## src/scc_pkg.sv

```systemverilog
/*
  Package for the system clock configuration block: register offsets,
  reset values, field positions and carrier structs.
  Assumes a byte-addressed register port with word-aligned byte offsets in the map.
*/
package scc_pkg;

  localparam logic [31:0] SCC_BASE_ADDR      = 32'h4004_8000;
  localparam int          SCC_AW             = 12;

  localparam logic [11:0] OFS_MEMORY_REMAP   = 12'h000;
  localparam logic [11:0] OFS_PERIPH_RESET   = 12'h004;
  localparam logic [11:0] OFS_PLL_CONTROL    = 12'h008;
  localparam logic [11:0] OFS_PLL_STATUS     = 12'h00c;
  localparam logic [11:0] OFS_OSC_ENABLE     = 12'h020;
  localparam logic [11:0] OFS_MAIN_CLK_SEL   = 12'h070;
  localparam logic [11:0] OFS_BUS_CLK_GATE   = 12'h080;
  localparam logic [11:0] OFS_SPI0_CLK_DIV   = 12'h094;
  localparam logic [11:0] OFS_UART_CLK_DIV   = 12'h098;
  localparam logic [11:0] OFS_SPI1_CLK_DIV   = 12'h09c;
  localparam logic [11:0] OFS_WDT_CLK_DIV    = 12'h0d8;
  localparam logic [11:0] OFS_CLOCK_OUTPUT_PIN_SEL     = 12'h0e0;
  localparam logic [11:0] OFS_CLOCK_OUTPUT_PIN_DIV     = 12'h0e8;
  localparam logic [11:0] OFS_WAKE_ENABLE    = 12'h204;
  localparam logic [11:0] OFS_WAKE_CLEAR     = 12'h208;
  localparam logic [11:0] OFS_WAKE_STATUS    = 12'h20c;

  localparam logic [31:0] RST_MEMORY_REMAP   = 32'h0000_0002;
  localparam logic [31:0] RST_PERIPH_RESET   = 32'h0000_0000;
  localparam logic [31:0] RST_PLL_CONTROL    = 32'h0000_0000;
  localparam logic [31:0] RST_BUS_CLK_GATE   = 32'h0000_085f;
  localparam logic [7:0]  RST_CLK_DIV        = 8'h00;
  localparam logic [2:0]  RST_OSC_ENABLE     = 3'h2;

  localparam int          REMAP_W            = 2;
  localparam int          PRESET_W           = 4;
  localparam int          PLL_CTRL_W         = 7;
  localparam int          GATE_W             = 18;
  localparam int          GATE_CAN_BIT       = 17;
  localparam int          PRESET_CAN_BIT     = 3;
  localparam int          GATE_UART_BIT      = 12;
  localparam int          GATE_WDT_BIT       = 15;
  localparam int          GATE_SPI0_BIT      = 11;
  localparam int          GATE_SPI1_BIT      = 17;
  localparam int          WAKE_W             = 13;
  localparam int          DIV_W              = 8;
  localparam int          NUM_PDIV           = 5;

  typedef enum logic [1:0] {
    SCC_SRC_IRC,
    SCC_SRC_PLL_IN,
    SCC_SRC_WDT_OSC,
    SCC_SRC_PLL_OUT
  } scc_main_src_e;

  typedef enum logic [1:0] {
    SCC_CO_IRC,
    SCC_CO_SYS_OSC,
    SCC_CO_WDT_OSC,
    SCC_CO_MAIN
  } scc_clock_output_pin_src_e;

  typedef struct packed {
    logic                 wr;
    logic                 rd;
    logic [SCC_AW-1:0]    addr;
    logic [31:0]          wdata;
  } scc_bus_req_s;

  typedef struct packed {
    logic                 sys_osc;
    logic                 internal_rc_osc;
    logic                 wdt_osc;
  } scc_osc_s;

endpackage

```

## src/scc_top.sv

```systemverilog
/*
  System clock configuration block: register file, main clock select,
  peripheral clock gates and dividers, clock output select, wake inputs.
  Assumes oscillator and PLL clocks arrive as levels synchronous to
  core_clk, and a one-cycle register port with read data a cycle later.
*/
// Design decision made here: the address-and-strobe port.
// Behaviour
// - Main clock from internal RC after reset
// - Three independent oscillators, each shareable
// - One gate bit per unit gates clock; SPI1 divider is gated by CAN bit 17
// - UART, watchdog, SPI0, SPI1 own dividers
// - Clock output selects one of four
// - Registers word aligned, whole-word access only
// - Map at base, remap resets 0x002, status RO
// - CAN gate bit 17, reset bit 3
// - Wake inputs port0 pins 0-11, port1 pin 0
// - 16 kB slot decoding within bus area
// - Gate resets 0x85F, dividers reset zero
`timescale 1ns/1ps
module scc_top
  import scc_pkg::*;
#(
  parameter bit HAS_CAN = 1'b1
) (
  input  wire logic                core_clk,
  input  wire logic                rst_n,
  input  wire logic [SCC_AW-1:0]   reg_addr,
  input  wire logic [31:0]         reg_wdata,
  input  wire logic                reg_wr,
  input  wire logic                reg_rd,
  output logic      [31:0]         reg_rdata,
  input  wire logic                sys_osc_clk,
  input  wire logic                internal_rc_osc_clk,
  input  wire logic                wdt_osc_clk,
  input  wire logic                pll_out_clk,
  input  wire logic                pll_locked,
  input  wire logic [11:0]         port0_wake_inputs,
  input  wire logic                port1_wake_input,
  output logic                     main_clk,
  output logic      [GATE_W-1:0]   unit_clk_en,
  output logic                     uart_clk_en,
  output logic                     wdt_clk_en,
  output logic                     spi0_clk_en,
  output logic                     spi1_clk_en,
  output logic                     clock_output_pin,
  output logic      [PRESET_W-1:0] periph_reset_n,
  output logic      [REMAP_W-1:0]  memory_remap_out,
  output logic      [PLL_CTRL_W-1:0] pll_control_out,
  output logic      [2:0]          osc_enable_out,
  output logic                     wake_event
);

  typedef struct packed {
    logic [31:0]              rdata;
    logic [REMAP_W-1:0]       remap;
    logic [PRESET_W-1:0]      preset;
    logic [PLL_CTRL_W-1:0]    pll_ctrl;
    logic                     pll_lock;
    scc_osc_s                 osc_en;
    scc_main_src_e            main_sel;
    logic                     main_clk;
    logic [GATE_W-1:0]        gate;
    logic [NUM_PDIV-1:0][DIV_W-1:0] div;
    logic [NUM_PDIV-1:0][DIV_W-1:0] cnt;
    logic [NUM_PDIV-1:0]      pen;
    scc_clock_output_pin_src_e          co_sel;
    logic                     co_pin;
    logic [WAKE_W-1:0]        wake_en;
    logic [WAKE_W-1:0]        wake_st;
    logic                     wake;
  } scc_state_s;

  scc_state_s st_q;
  scc_state_s st_d;
  logic [WAKE_W-1:0] wake_in;
  logic [GATE_W-1:0] gate_mask;
  logic [PRESET_W-1:0] preset_mask;
  logic [NUM_PDIV-1:0] gate_for;

  // Port 0 pins 0..11 and port 1 pin 0 feed the start logic
  assign wake_in = {port1_wake_input, port0_wake_inputs};

  // CAN controls only work on variants that carry the controller
  always_comb begin
    gate_mask                   = '1;
    preset_mask                 = '1;
    gate_mask[GATE_CAN_BIT]     = HAS_CAN;
    preset_mask[PRESET_CAN_BIT] = HAS_CAN;
  end

  // Divider order: 0 UART, 1 watchdog, 2 SPI0, 3 SPI1, 4 clock output
  always_comb begin
    gate_for    = '1;
    gate_for[0] = st_q.gate[GATE_UART_BIT];
    gate_for[1] = st_q.gate[GATE_WDT_BIT];
    gate_for[2] = st_q.gate[GATE_SPI0_BIT];
    gate_for[3] = st_q.gate[GATE_SPI1_BIT];
  end

  always_comb begin
    st_d       = st_q;
    st_d.rdata = 32'h0000_0000;
    st_d.pll_lock = pll_locked;

    // Whole-word writes only; addresses below word are ignored
    if (reg_wr && reg_addr[1:0] == 2'b00) begin
      unique case (reg_addr)
        OFS_MEMORY_REMAP: st_d.remap = reg_wdata[REMAP_W-1:0];
        OFS_PERIPH_RESET:
          st_d.preset = reg_wdata[PRESET_W-1:0] & preset_mask;
        OFS_PLL_CONTROL:  st_d.pll_ctrl = reg_wdata[PLL_CTRL_W-1:0];
        OFS_OSC_ENABLE:   st_d.osc_en = scc_osc_s'(reg_wdata[2:0]);
        OFS_MAIN_CLK_SEL: st_d.main_sel = scc_main_src_e'(reg_wdata[1:0]);
        OFS_BUS_CLK_GATE:
          st_d.gate = reg_wdata[GATE_W-1:0] & gate_mask;
        OFS_UART_CLK_DIV: st_d.div[0] = reg_wdata[DIV_W-1:0];
        OFS_WDT_CLK_DIV:  st_d.div[1] = reg_wdata[DIV_W-1:0];
        OFS_SPI0_CLK_DIV: st_d.div[2] = reg_wdata[DIV_W-1:0];
        OFS_SPI1_CLK_DIV: st_d.div[3] = reg_wdata[DIV_W-1:0];
        OFS_CLOCK_OUTPUT_PIN_DIV:   st_d.div[4] = reg_wdata[DIV_W-1:0];
        OFS_CLOCK_OUTPUT_PIN_SEL:
          st_d.co_sel = scc_clock_output_pin_src_e'(reg_wdata[1:0]);
        OFS_WAKE_ENABLE:  st_d.wake_en = reg_wdata[WAKE_W-1:0];
        default: ; // Status and reserved words drop writes
      endcase
    end

    if (reg_rd && reg_addr[1:0] == 2'b00) begin
      unique case (reg_addr)
        OFS_MEMORY_REMAP: st_d.rdata = 32'(st_q.remap);
        OFS_PERIPH_RESET: st_d.rdata = 32'(st_q.preset);
        OFS_PLL_CONTROL:  st_d.rdata = 32'(st_q.pll_ctrl);
        OFS_PLL_STATUS:   st_d.rdata = 32'(st_q.pll_lock);
        OFS_OSC_ENABLE:   st_d.rdata = 32'(st_q.osc_en);
        OFS_MAIN_CLK_SEL: st_d.rdata = 32'(st_q.main_sel);
        OFS_BUS_CLK_GATE: st_d.rdata = 32'(st_q.gate);
        OFS_UART_CLK_DIV: st_d.rdata = 32'(st_q.div[0]);
        OFS_WDT_CLK_DIV:  st_d.rdata = 32'(st_q.div[1]);
        OFS_SPI0_CLK_DIV: st_d.rdata = 32'(st_q.div[2]);
        OFS_SPI1_CLK_DIV: st_d.rdata = 32'(st_q.div[3]);
        OFS_CLOCK_OUTPUT_PIN_DIV:   st_d.rdata = 32'(st_q.div[4]);
        OFS_CLOCK_OUTPUT_PIN_SEL:   st_d.rdata = 32'(st_q.co_sel);
        OFS_WAKE_ENABLE:  st_d.rdata = 32'(st_q.wake_en);
        OFS_WAKE_STATUS:  st_d.rdata = 32'(st_q.wake_st);
        default:          st_d.rdata = 32'h0000_0000;
      endcase
    end

    // Sticky wake status; a new event beats a same-cycle clear
    if (reg_wr && reg_addr == OFS_WAKE_CLEAR) begin
      st_d.wake_st = st_q.wake_st & ~reg_wdata[WAKE_W-1:0];
    end
    st_d.wake_st = st_d.wake_st | (wake_in & st_q.wake_en);
    st_d.wake    = |(wake_in & st_q.wake_en);

    // Main clock mux; select resets to the RC source
    unique case (st_q.main_sel)
      SCC_SRC_IRC:     st_d.main_clk = internal_rc_osc_clk;
      SCC_SRC_PLL_IN:  st_d.main_clk = sys_osc_clk;
      SCC_SRC_WDT_OSC: st_d.main_clk = wdt_osc_clk;
      SCC_SRC_PLL_OUT: st_d.main_clk = pll_out_clk;
    endcase

    // Divide by N as one-cycle enables; zero stops the clock
    for (int i = 0; i < NUM_PDIV; i++) begin
      st_d.pen[i] = 1'b0;
      if (st_q.div[i] == RST_CLK_DIV || !gate_for[i]) begin
        st_d.cnt[i] = RST_CLK_DIV;
      end else if (st_q.cnt[i] >= st_q.div[i] - 8'd1) begin
        st_d.cnt[i] = RST_CLK_DIV;
        st_d.pen[i] = 1'b1;
      end else begin
        st_d.cnt[i] = st_q.cnt[i] + 8'd1;
      end
    end

    // Clock output pin, gated by its own divider enable
    unique case (st_q.co_sel)
      SCC_CO_IRC:     st_d.co_pin = internal_rc_osc_clk & st_q.pen[4];
      SCC_CO_SYS_OSC: st_d.co_pin = sys_osc_clk & st_q.pen[4];
      SCC_CO_WDT_OSC: st_d.co_pin = wdt_osc_clk & st_q.pen[4];
      SCC_CO_MAIN:    st_d.co_pin = st_q.main_clk & st_q.pen[4];
    endcase
  end

  always_ff @(posedge core_clk) begin
    if (!rst_n) begin
      st_q          <= '0;
      st_q.remap    <= RST_MEMORY_REMAP[REMAP_W-1:0];
      st_q.preset   <= RST_PERIPH_RESET[PRESET_W-1:0];
      st_q.pll_ctrl <= RST_PLL_CONTROL[PLL_CTRL_W-1:0];
      st_q.gate     <= RST_BUS_CLK_GATE[GATE_W-1:0];
      st_q.osc_en   <= scc_osc_s'(RST_OSC_ENABLE);
      st_q.main_sel <= SCC_SRC_IRC;
      st_q.co_sel   <= SCC_CO_IRC;
    end else begin
      st_q <= st_d;
    end
  end

  // Block sits in one 16 kB slot; only low offset bits are decoded
  assign reg_rdata        = st_q.rdata;
  assign main_clk         = st_q.main_clk;
  assign unit_clk_en      = st_q.gate;
  assign uart_clk_en      = st_q.pen[0];
  assign wdt_clk_en       = st_q.pen[1];
  assign spi0_clk_en      = st_q.pen[2];
  assign spi1_clk_en      = st_q.pen[3];
  assign clock_output_pin = st_q.co_pin;
  assign periph_reset_n   = st_q.preset;
  assign memory_remap_out = st_q.remap;
  assign pll_control_out  = st_q.pll_ctrl;
  assign osc_enable_out   = st_q.osc_en;
  assign wake_event       = st_q.wake;

endmodule

```

## config.mk

```make
export PLATFORM = sky130hd
export DESIGN_NAME = scc_top
export DESIGN_NICKNAME = d
export VERILOG_FILES = /design/src/scc_pkg.sv /design/src/scc_top.sv
export SDC_FILE = /design/constraint.sdc
export NUM_CORES = 1
export LEC_CHECK = 0
export BUFFER_PORTS_ARGS = -buffer_cell sky130_fd_sc_hd__buf_4
export CAP_MARGIN = 20
export CORE_MARGIN = 3
export CORE_UTILIZATION = 58
export CTS_CLUSTER_DIAMETER = 100
export DETAILED_ROUTE_END_ITERATION = 7
export GPL_ROUTABILITY_DRIVEN = 0
export GPL_TIMING_DRIVEN = 0
export PLACE_DENSITY = 0.82
export SYNTH_ARGS = -nofsm -noshare
export SYNTH_HDL_FRONTEND = slang
export SYNTH_SLANG_ARGS = --single-unit
```

## constraint.sdc

```tcl
create_clock -name core_clk -period 2.8 [get_ports core_clk]
set_input_delay 0.56 -clock core_clk [delete_from_list [all_inputs] [get_ports core_clk]]
set_output_delay 0.56 -clock core_clk [all_outputs]
set_load 0.02 [all_outputs]
```

After elaboration in Yosys (flattened, before gate mapping)

Cells that the tools add are included.

Register bits after elaboration: 185
Bits of input ports: 66
Logic and storage cells: 130

$add $sub $neg: 10
Multiplexer cells: 9
Reductions and logical operators: 45
Eq/ne operators: 21
Bitwise logic cells: 9
Order comparisons: 5

Operator list:

| operator                                               | number |
|---|---|
| one-hot mux 18 bit (15 select lines)                   | 1 |
| equality test 12 x 8 -> 1 bit (second input constant)  | 7 |
| adder 8 x 1 -> 8 bit (second input constant)           | 5 |
| >= comparator 8 bit                                    | 5 |
| zero test 8 bit                                        | 5 |
| subtractor 8 x 1 -> 8 bit (second input constant)      | 5 |
| equality test 12 x 10 -> 1 bit (second input constant) | 3 |
| AND reduction 2 bit                                    | 14 |
| bitwise AND 13 bit                                     | 2 |
| equality test 12 x 4 -> 1 bit (second input constant)  | 2 |
| OR reduction 3 bit                                     | 5 |
| two-way mux 13 bit                                     | 1 |
| inverter 13 bit                                        | 1 |
| bitwise OR 13 bit                                      | 1 |
| OR reduction 13 bit                                    | 1 |
| equality test 12 x 3 -> 1 bit (second input constant)  | 1 |
| equality test 12 x 6 -> 1 bit (second input constant)  | 1 |
| equality test 12 x 7 -> 1 bit (second input constant)  | 1 |
| zero test 12 bit                                       | 1 |
| OR reduction 2 bit                                     | 5 |
| equality test 2 bit (second input constant)            | 4 |
| one-hot mux 1 bit (4 select lines)                     | 2 |
| zero test 2 bit                                        | 3 |
| two-way mux 1 bit                                      | 5 |
| 6 further kinds                                        | 18 |

Depth between registers and ports, before layout

Gate-level depths: netlist of the first run.

Depth in word-level cells: 4
Gate-level depth with buffers: 11
Depth with buffers taken out: 11

Least setup slack after synthesis of the first run

Ideal clock, no wire load.

Kind: register -> register
Start point: register st_q[93] (netlist bit)
End point: register st_q[53] (netlist bit)
Path slack: 0.494 ns
Data required time: 2.735 ns
Stages on the path, launching flop included: 8
Data arrival time: 2.241 ns
Buffers on the path: 0
Library setup time: 0.065 ns
Period minus slack after synthesis: 2.306 ns
Cells stage by stage: dfxtp_1 or4_1 nor4_1 xnor2_1 ha_1 nor2b_1 a2111o_2 nor2_1

Cells in the longest elaborated chain, start to end: 3
Elaborated cells on any way between the ends: 5

RTL lines:

| element                                                             | line                           | source |
|---|---|---|
| from (decl)                                                         | scc_top.sv:74                  | `scc_state_s st_q;` |
| from (signal assigned)                                              | scc_top.sv:198                 | `st_q <= st_d;` |
| subtractor 8 x 1 -> 8 bit / zero test 8 bit (equally long branches) | scc_top.sv:170, scc_top.sv:168 |  |
| >= comparator 8 bit / logical OR 1 bit (equally long branches)      | scc_top.sv:170, scc_top.sv:168 |  |
| OR reduction 3 bit (no source line) (*)                             | --                             |  |

Mark *: on every way between the ends. The rest lies on a longest branch, timed or not.
A chain may end at the register's enable or synchronous reset.

Worst setup path in the final report of the first run

Start point: register st_q[93] (netlist bit)
End point: register st_q[58] (netlist bit)

The elaborated chain is that of the path after synthesis.

==> results.md, run 1 <==
- Tightest Pin Transition: 988 ps
- DP HPWL: 20,000 µm
- Die span in y: 135 µm
- Critical Path Sink Type: register
- Commonest non-fill, non-tap cell in the layout: sky130_fd_sc_hd__dfxtp_1
- Root Buffer: sky130_fd_sc_hd__clkbuf_16
- Placeable core region: 0.0161 mm²
- Run status: finished, final reports clean
- Number of register bits inferred by synthesis: 171
- Vias per std cell: 5.91
- Number of instances resized during post-cts repair: 0
- Post-layout nets: 1,352
- Share of layout cells above drive strength 1: 19.5%
- Post-route setup TNS: 0 ps
- Quantity of I/O buffers inserted on ports: 102
- Total die area: 0.0181 mm²
- Number of antenna diodes: 0
- Number of iterations in the first detailed-routing pass: 8
- Post-CTS setup buffer count: 0
- Clk_lat worst skew: 430 ps
- Cell type with the highest aggregate area in the netlist: sky130_fd_sc_hd__dfxtp_1
- Worst ir drop on vdd: 428 µV
- Global-route congestion overflow total: 0
- Count of clock tree sinks: 171
- Count of maximum capacitance violations: 0
- Clock Path Buffers: 2
- Post-route worst hold slack: 330 ps
- Most used cells in the layout excluding fill and tap cells: sky130_fd_sc_hd__dfxtp_1, sky130_fd_sc_hd__buf_4, sky130_fd_sc_hd__nand2_1
- Crit Path Category: reg2reg
- Hold Path Class: in2reg
- Req. time, crit path: 3170 ps
- Post-route DRC: 0
- DRC marker count from the first detailed-route iteration: 1,013
- Die boundary width: 135 µm
- Arrival time at the worst endpoint: 2970 ps
- Clock-pin transition on the worst setup and hold timing paths: 70 ps
- Total CTS buffers: 17
- Upper clock frequency limit: 0.384 GHz
- Gate count of the mapped netlist: 1,097
- Sequential-to-total area share from yosys stat: 35.7%
- CP startpoint kind: register
- Post-synth ARST share: 0%
- Combined global-route utilization of all metal layers: 29.4%
- Synthesized area per cell: 8.75 µm²
- Area share of the leading cell type in the synthesized netlist: 35.7%
- Yosys warning total: 0
- Wirelength, routed: 27,000 µm
- Hold Path Cell Cnt: 2
- Number of I/O pins: 139
- TritonCTS clock tree: yes
- Max_slew headroom: 33.2%
- Final Max Tran Viols: 0
- Initial antenna violation count: 0
- Hold Violations, Final: 0
- Area of the mapped netlist: 0.00960 mm²
- Post-synth EDFFs: 0
- Setup repair after global routing missed its margin: no
- Most used flip-flop cell after synthesis: sky130_fd_sc_hd__dfxtp_1
- Worst reg2reg path depth: 7
- Vias in the first global route: 8,243
- Initial Util: 59.8%
- Count of final setup violators: 0
- Hold buffers post-CTS: 0
- Detailed-route wire length per cell: 18.5 µm
- Dominant cells by area after synthesis: sky130_fd_sc_hd__dfxtp_1, sky130_fd_sc_hd__ha_1, sky130_fd_sc_hd__mux2i_1
- Shortest period the worst path allows: 2600 ps
- CTS HTree Levels: 4
- Cell leakage power: 4.86 nW
- Maximum net fanout on the critical path: 8
- Via Count: 8,627
- Synth unique cells: 72
- Number of nets with antenna violations after routing: 0
- Share of the clock period used by the worst path: 93.0%
- Maximum number of pins on one net before global-route repair: 17
- Clock Skew: 7.01 ps
- Ratio of total power to cell area: 466 mW/mm²
- Global-route wire length before repair: 42,200 µm
- Number of cell rows: 46
- Area Overhead vs Synth: 17.9%
## metrics by stage
stage                     setup slack, ps  area, µm²  utilization [%]  total power [mW]  std cells
after floorplan                       494       9650                -              2.64       1110
after global placement               23.7      10700             66.5              2.76       1428
after CTS                             211      11300             70.5              5.27       1459
after detailed placement             57.6      10700             66.5              2.76       1428
after global routing                 66.2      11300             70.5              5.39       1459
final                                 196      11300             70.5              5.27       1459
## flip-flops by register name (all words and copies together) (netlist names)
name	count
clock_output_pin	1
main_clk	1
memory_remap_out	2
osc_enable_out	3
periph_reset_n	4
pll_control_out	7
reg_rdata	18
spi0_clk_en	1
spi1_clk_en	1
st_q	112
uart_clk_en	1
unit_clk_en	18
wake_event	1
wdt_clk_en	1
## worst paths after layout
check / slack [ps] / start / endpoint
min reg2reg: 450 / st_q[34] / clock_output_pin
min: 330 / pll_locked / st_q[139]
max: 200 / st_q[93] / st_q[58]
max reg2reg: 200 / st_q[93] / st_q[58]
## layout make-up
class | count | area, µm²
clock buffers | 19 | 443
repair buffers | 102 | 766
plain buffers | 122 | 732
fillers | 1252 | 4740
inverters | 29 | 109
multi-input cells | 788 | 5380
flip-flops and latches | 171 | 3420
well taps | 216 | 270
clock inverters | 12 | 189
## power by group
| part | leakage, nW | internal, mW | switching, mW |
|---|---|---|---|
| combinational | 3.19 | 0.107 | 0.179 |
| clock | 0.298 | 1.53 | 1.03 |
| sequential | 1.38 | 2.43 | 0.000649 |
## critical path: stages, from the launching register on
cell and delay (ps):
sky130_fd_sc_hd__dfxtp_1 380, sky130_fd_sc_hd__or4_1 590, sky130_fd_sc_hd__nor4_1 280, sky130_fd_sc_hd__xnor2_1 180, sky130_fd_sc_hd__ha_1 270, sky130_fd_sc_hd__nor2b_1 150, sky130_fd_sc_hd__a2111o_2 540, sky130_fd_sc_hd__nor2_1 150
## synth_stat cells (all sizes together) (10+ instances only)
cell type	n
nor4	10
inv	29
and3	14
nand2	122
xor2	28
dfxtp	171
clkbuf	37
a211oi	13
nor2	67
nand4	23
a21oi	11
nor3	21
ha	55
xnor2	34
buf	85
mux2i	52
nand3	82
nor2b	62
o21ai	10
a22oi	14
a21boi	42
## cell families after synthesis
group | count (synthesis) | share of synthesized area [%]
xor+xnor | 62 | 5.66
flops | 171 | 35.7
buf+inv | 151 | 8.76
compound gates | 143 | 11.4
simple gates | 454 | 24.8
mux | 60 | 6.48
other cells | 1 | 0.0391
fa+ha+maj | 55 | 7.17
## metal layers
layer / routed length, µm / track usage [%] / vias up
met1: 11200 / 38.0 / 4046
met3: 2440 / 7.79 / 79
met4: 845 / 11.3 / 0
met5: 0 / 0 / -
met2: 12600 / 47.2 / 458
li1: - / - / 4044
No activity file was read; power rests on OpenSTA's default activity.
==> run 2: changes to the inputs <==
PLACE_DENSITY = default   (was 0.82)
PLACE_DENSITY_LB_ADDON = 0.12   (was default)
==> run 2 against run 1 <==
  * Flip-flop and latch count did not move
  * Sequential share of layout area grew 0.12 points
  * Maximum frequency rose by 1.4%
  * Critical path depth grew 4
  * Clock skew grew 4.3 ps
  * Hold slack improved by 4.6 ps
  * Critical endpoint is now st_q[41]
  * Combinational power about the same
  * Sequential power is essentially flat
  * Non-clock buffer count stayed put
  * First-iteration DRC count fell by 6.2%
  * Global-route usage shrank 0.19 points
==> results.md, run 2 (synthesis gave the netlist of run 1 again) <==
- Internal power: 3.80 mW
- Crit Path Category: reg2reg
- Final Max Tran Viols: 0
- Die span in y: 135 µm
- Total CTS buffers: 17
- Number of iterations in the first detailed-routing pass: 5
- Die boundary width: 135 µm
- Reported net switching power: 1.28 mW
- Critical Path Sink Type: register
- Final instance area: 0.0113 mm²
- Share of layout cells above drive strength 1: 19.7%
- CTS HTree Levels: 4
- Quantity of I/O buffers inserted on ports: 102
- Part of the total power dissipated in the clock network: 46.5%
- Clock Skew: 11.3 ps
- Post-route DRC: 0
- Cell leakage power: 4.85 nW
- Count of maximum capacitance violations: 0
- Share of the clock period used by the worst path: 91.7%
- Run status: finished, final reports clean
- Arrival time at the worst endpoint: 2930 ps
- Slack of the critical path: 232 ps
- DP Worst Slack: -12.5 ps
- Post-route worst hold slack: 334 ps
- Ratio of total power to cell area: 451 mW/mm²
- Global-route congestion overflow total: 0
- Wirelength, routed: 26,800 µm
- Switching part of the total: 25.2%
- Number of flip-flops in the largest register: 112
- Hold Path Class: in2reg
- Worst ir drop on vdd: 436 µV
- Count of clock tree sinks: 171
- Register containing the most flip-flops in the final layout: st_q
- Upper clock frequency limit: 0.389 GHz
- Number of cell rows: 46
- Via Count: 8,497
- TritonCTS clock tree: yes
- Clock Path Buffers: 2
- Req. time, crit path: 3160 ps
- Maximum net fanout on the critical path: 8
- Root Buffer: sky130_fd_sc_hd__clkbuf_16
- Number of I/O pins: 139
- Total die area: 0.0181 mm²
- Area Overhead vs Synth: 17.4%
- Placeable core region: 0.0161 mm²
- Commonest non-fill, non-tap cell in the layout: sky130_fd_sc_hd__dfxtp_1
- Global-route wire length before repair: 42,200 µm
- Post-CTS setup buffer count: 0
- Initial Util: 59.8%
- Vias per std cell: 5.82
- DRC marker count from the first detailed-route iteration: 950
- Hold buffers post-CTS: 0
- Post-detailed-placement cell area: 0.0107 mm²
- Comb power frac: 5.6%
- Tightest Pin Transition: 978 ps
- CP startpoint kind: register
- Initial antenna violation count: 0
- Clk_lat worst skew: 430 ps
- Setup repair after global routing missed its margin: no
- Post-layout nets: 1,352
- Detailed-route wire length per cell: 18.4 µm
- Most used cells in the layout excluding fill and tap cells: sky130_fd_sc_hd__dfxtp_1, sky130_fd_sc_hd__buf_4, sky130_fd_sc_hd__nand2_1
- Number of instances resized during post-cts repair: 0
- Hold Violations, Final: 0
- Count of final setup violators: 0
- Combined global-route utilization of all metal layers: 29.2%
- Max_slew headroom: 33.9%
- Clock-pin transition on the worst setup and hold timing paths: 70 ps
- Shortest period the worst path allows: 2570 ps
- Number of nets with antenna violations after routing: 0
- Number of antenna diodes: 0
- DP HPWL: 19,700 µm
- Vias in the first global route: 8,093
- Maximum number of pins on one net before global-route repair: 18
- Flop pwr share: 47.9%
==> run 2: cell types whose count changed in the layout (fill, tap and decap cells not counted) <==
cell,previous run,this run
sky130_fd_sc_hd__clkbuf_1,38,37
sky130_fd_sc_hd__clkinv_2,0,1
sky130_fd_sc_hd__clkinv_8,0,1
sky130_fd_sc_hd__clkinvlp_4,3,2
sky130_fd_sc_hd__clkbuf_8,1,0
sky130_fd_sc_hd__inv_6,2,8
sky130_fd_sc_hd__clkinv_4,2,1
sky130_fd_sc_hd__nor4_2,2,3
sky130_fd_sc_hd__nor4_1,8,7
sky130_fd_sc_hd__bufinv_16,4,1
==> run 2: power by group through the flow <==
stage,registers (mW),logic [mW],clock network (mW)
floorplan,2.49,0.147,0
global placement,2.49,0.276,0
detailed placement,2.49,0.276,0
CTS,2.43,0.278,2.37
global route,2.43,0.299,2.49
finish,2.43,0.286,2.36
==> run 2: stage by stage <==
step | power [mW] | TNS, ps | utilization, % | std cells
6_report | 5.08 | 0 | 70.2 | 1460
5_1_grt | 5.22 | 0 | 70.2 | 1460
4_1_cts | 5.08 | 0 | 70.1 | 1460
3_5_place_dp | 2.76 | -51.8 | 66.5 | 1428
3_3_place_gp | 2.76 | -128 | 66.5 | 1428
2_1_floorplan | 2.64 | 0 | - | 1110
==> run 2: critical path: stages, from the launching register on <==
cell                       delay (ps)
sky130_fd_sc_hd__dfxtp_1          350
sky130_fd_sc_hd__inv_1            130
sky130_fd_sc_hd__ha_1             200
sky130_fd_sc_hd__nand2b_1          90
sky130_fd_sc_hd__nor4_1           230
sky130_fd_sc_hd__xnor2_1          190
sky130_fd_sc_hd__ha_1             280
sky130_fd_sc_hd__and3_1           180
sky130_fd_sc_hd__a221o_1          380
sky130_fd_sc_hd__nor2_1           100
sky130_fd_sc_hd__o21ai_1          210
sky130_fd_sc_hd__nor2_1           160
==> run 2: area by class of cell <==
cell class	instances	area [µm²]
Multi-Input combinational cell	788	5390
Tap cell	216	270
Inverter	29	109
Clock buffer	17	425
Buffer	122	732
Timing Repair Buffer	102	766
Sequential cell	171	3420
Clock inverter	15	156
Fill cell	1278	4790
==> run 2: final timing paths <==
kind | from | end | slack, ps | cells after the start
max | st_q[75] | st_q[41] | 230 | 11
min | pll_locked | st_q[139] | 330 | 2
max reg2reg | st_q[75] | st_q[41] | 230 | 11
min reg2reg | st_q[34] | clock_output_pin | 440 | 2
==> run 2: per-layer routing <==
layer / GRT usage (%) / wire [µm] / vias to the layer above
met3: 7.30 / 2320 / 76
met4: 11.3 / 983 / 0
met2: 45.9 / 12000 / 391
met1: 38.8 / 11500 / 3966
li1: - / - / 4064
met5: 0 / 0 / -
==> run 3: changes to the inputs <==
ABC_AREA = 1   (was default)
CTS_BUF_LIST = sky130_fd_sc_hd__clkbuf_16   (was default)
==> run 3 against run 2 <==
  * Register-to-register slack improved by 110 ps
  * Setup slack improved by 110 ps
  * Area after synthesis decreased by 1.4%
  * Clock skew decreased by 4.2 ps
  * Total power decreased by 3.5%
  * Flip-flop and latch count unchanged
  * Critical path depth unchanged
  * First-iteration DRC count decreased by 14%
  * Non-clock buffer count decreased by 10
  * Largest power group unchanged
==> results.md, run 3 <==
- Critical Path Sink Type: register
- Maximum number of pins on one net before global-route repair: 17
- Number of iterations in the first detailed-routing pass: 7
- Cells along the critical path: inv_1 -> ha_1 -> nand3_1 -> nor3_1 -> xor2_1 -> ha_1 -> inv_1 -> nor3_1 -> nor3_1 -> nand4_1 -> nor2_1
- Wirelength, routed: 25,800 µm
- Gate count of the mapped netlist: 1,293
- Ratio of total power to cell area: 440 mW/mm²
- DRC marker count from the first detailed-route iteration: 821
- Die boundary width: 134 µm
- Number of I/O pins: 139
- Cell at the slowest stage of the critical path: sky130_fd_sc_hd__dfxtp_1
- Req. time, crit path: 3150 ps
- Global-route wire length before repair: 41,300 µm
- Initial Util: 59.4%
- Quantity of I/O buffers inserted on ports: 108
- Vias per std cell: 5.32
- Final Max Tran Viols: 0
- Clk_lat worst skew: 430 ps
- Number of flip-flops in the largest register: 112
- Post-layout nets: 1,555
- Number of register bits inferred by synthesis: 171
- CTS HTree Levels: 4
- Hold Violations, Final: 0
- Count of clock tree sinks: 171
- DP HPWL: 19,500 µm
- Tightest Pin Transition: 713 ps
- Post-route DRC: 0
- Post-route setup TNS: 0 ps
- Max_slew headroom: 52.5%
- Clock Path Buffers: 2
- Setup repair after global routing missed its margin: no
- Count of final setup violators: 0
- Area share of the leading cell type in the synthesized netlist: 36.2%
- Clock Skew: 7.13 ps
- Via Count: 8,842
- Number of cell rows: 46
- Dominant cell by count in the synthesized netlist: sky130_fd_sc_hd__inv_1
- Area Overhead vs Synth: 17.7%
- Hold Path Cell Cnt: 3
- Combined global-route utilization of all metal layers: 29.0%
- Vias in the first global route: 8,266
- Worst Hold Launch: pll_locked
- Cell family contributing the most delay on the critical path: simple AND/OR/NAND/NOR gates
- Crit. path cell count: 11
- Initial antenna violation count: 0
- Yosys warning total: 0
- Register containing the most flip-flops in the final layout: st_q
- Detailed-route wire length per cell: 15.5 µm
- Worst path buffer plus inverter count: 2
- Critical Path Most Common Cell: sky130_fd_sc_hd__nor3_1
- Maximum net fanout on the critical path: 8
- Cell leakage power: 5.13 nW
- Die span in y: 134 µm
- Number of nets with antenna violations after routing: 0
- TritonCTS clock tree: yes
- List of most frequent post-synthesis cells: sky130_fd_sc_hd__inv_1, sky130_fd_sc_hd__dfxtp_1, sky130_fd_sc_hd__nand2_1
- Crit Path Category: reg2reg
- Share of layout cells above drive strength 1: 18.9%
- Post-synth ARST share: 0%
- CP startpoint kind: register
- Shortest period the worst path allows: 2450 ps
- Post-synth EDFFs: 0
- Placeable core region: 0.0159 mm²
- Worst ir drop on vdd: 419 µV
- Global-route congestion overflow total: 0
- Share of the clock period used by the worst path: 87.6%
- Hold Path Class: in2reg
- Total die area: 0.0179 mm²
- Final instance area: 0.0111 mm²
- Critical path startpoint: st_q[91]
- Synth unique cells: 36
- Cell type with the highest aggregate area in the netlist: sky130_fd_sc_hd__dfxtp_1
- Run status: finished, final reports clean
- Clock-pin transition on the worst setup and hold timing paths: 60 ps
- Number of cells in the design after placement: 1,630
- Upper clock frequency limit: 0.408 GHz
- Source of the worst register-to-register timing path: st_q[91]
- Number of antenna diodes: 0
- Area of the mapped netlist: 0.00946 mm²
- Total CTS buffers: 17
- Count of maximum capacitance violations: 0
- Worst reg2reg path depth: 11
- Commonest non-fill, non-tap cell in the layout: sky130_fd_sc_hd__buf_4
- Synthesized area per cell: 7.32 µm²
- Non-filler cells in the finished layout: 1,661
- Most used cells in the layout excluding fill and tap cells: sky130_fd_sc_hd__buf_4, sky130_fd_sc_hd__inv_1, sky130_fd_sc_hd__dfxtp_1
- Post-detailed-placement cell area: 0.0106 mm²
- Number of instances resized during post-cts repair: 0
- Arrival time at the worst endpoint: 2800 ps
- Root Buffer: sky130_fd_sc_hd__clkbuf_16
- Most used flip-flop cell after synthesis: sky130_fd_sc_hd__dfxtp_1
- Highest cell delay on the worst timing path: 340 ps
- Sequential-to-total area share from yosys stat: 36.2%
- Dominant cells by area after synthesis: sky130_fd_sc_hd__dfxtp_1, sky130_fd_sc_hd__ha_1, sky130_fd_sc_hd__inv_1
==> run 3: cells by family after synthesis <==
| logic type | count (synthesis) | synth area share (%) |
|---|---|---|
| and+or+nand+nor | 468 | 22.5 |
| buffers and inverters | 287 | 14.5 |
| other | 1 | 0.0396 |
| xor gates and xnor gates | 60 | 5.55 |
| adders and majority gates | 55 | 7.27 |
| AOI/OAI and AO/OA | 251 | 13.9 |
| DFF | 171 | 36.2 |
==> run 3: final cells by class <==
cell class                 instances  area, µm²
inverter                         182        683
sequential                       171       3420
clock buffer                      17        425
fill                            1408       4800
timing repair buffer             109        818
multi-input combinational        848       4710
tap                              216        270
clock inverter                    13        113
buffer                           105        693
==> run 3: routing by layer <==
metal	up-vias	part of all wire, %	wire length, µm	global-route usage (%)
met4	0	2.9	759	10.1
li1	4397	-	-	-
met3	58	8.4	2170	6.57
met5	-	0	0	0
met1	4016	42	10900	38.1
met2	371	46	12000	47.2
==> run 3: per-stage QoR <==
| step | hold WS (ps) | utilization, % | total power [mW] | setup slack, ps |
|---|---|---|---|---|
| after global routing | 336 | 69.9 | 5.04 | 32.8 |
| after detailed placement | 440 | 66.4 | 2.73 | 314 |
| after global placement | 429 | 66.4 | 2.73 | 323 |
| after CTS | 313 | 69.8 | 4.92 | 287 |
| after floorplan | 416 | - | 2.61 | 682 |
| final | 320 | 69.9 | 4.91 | 347 |
==> run 3: timing repair <==
action                                  in CTS  in global routing
buffers inserted                             0                  1
endpoints found under the setup margin       0                  7
hold buffers                                 0                  0
hold endpoints to repair                     0                  0
==> run 3: final timing paths <==
check                                 end  slack, ps
worst max-delay path             st_q[51]        350
worst min-delay path            st_q[139]        320
worst max register to register   st_q[51]        350
worst min register to register   st_q[59]        450
==> run 3: power breakdown <==
part	internal (mW)	switching, mW
logic	0.0881	0.158
clock network	1.28	0.947
registers	2.43	0.00115
==> run 3: worst reg2reg max path, stage by stage (launching register included) <==
cell and delay [ps]:
sky130_fd_sc_hd__dfxtp_1 340, sky130_fd_sc_hd__inv_1 200, sky130_fd_sc_hd__ha_1 230, sky130_fd_sc_hd__nand3_1 130, sky130_fd_sc_hd__nor3_1 200, sky130_fd_sc_hd__xor2_1 170, sky130_fd_sc_hd__ha_1 240, sky130_fd_sc_hd__inv_1 70
sky130_fd_sc_hd__nor3_1 50, sky130_fd_sc_hd__nor3_1 220, sky130_fd_sc_hd__nand4_1 330, sky130_fd_sc_hd__nor2_1 200
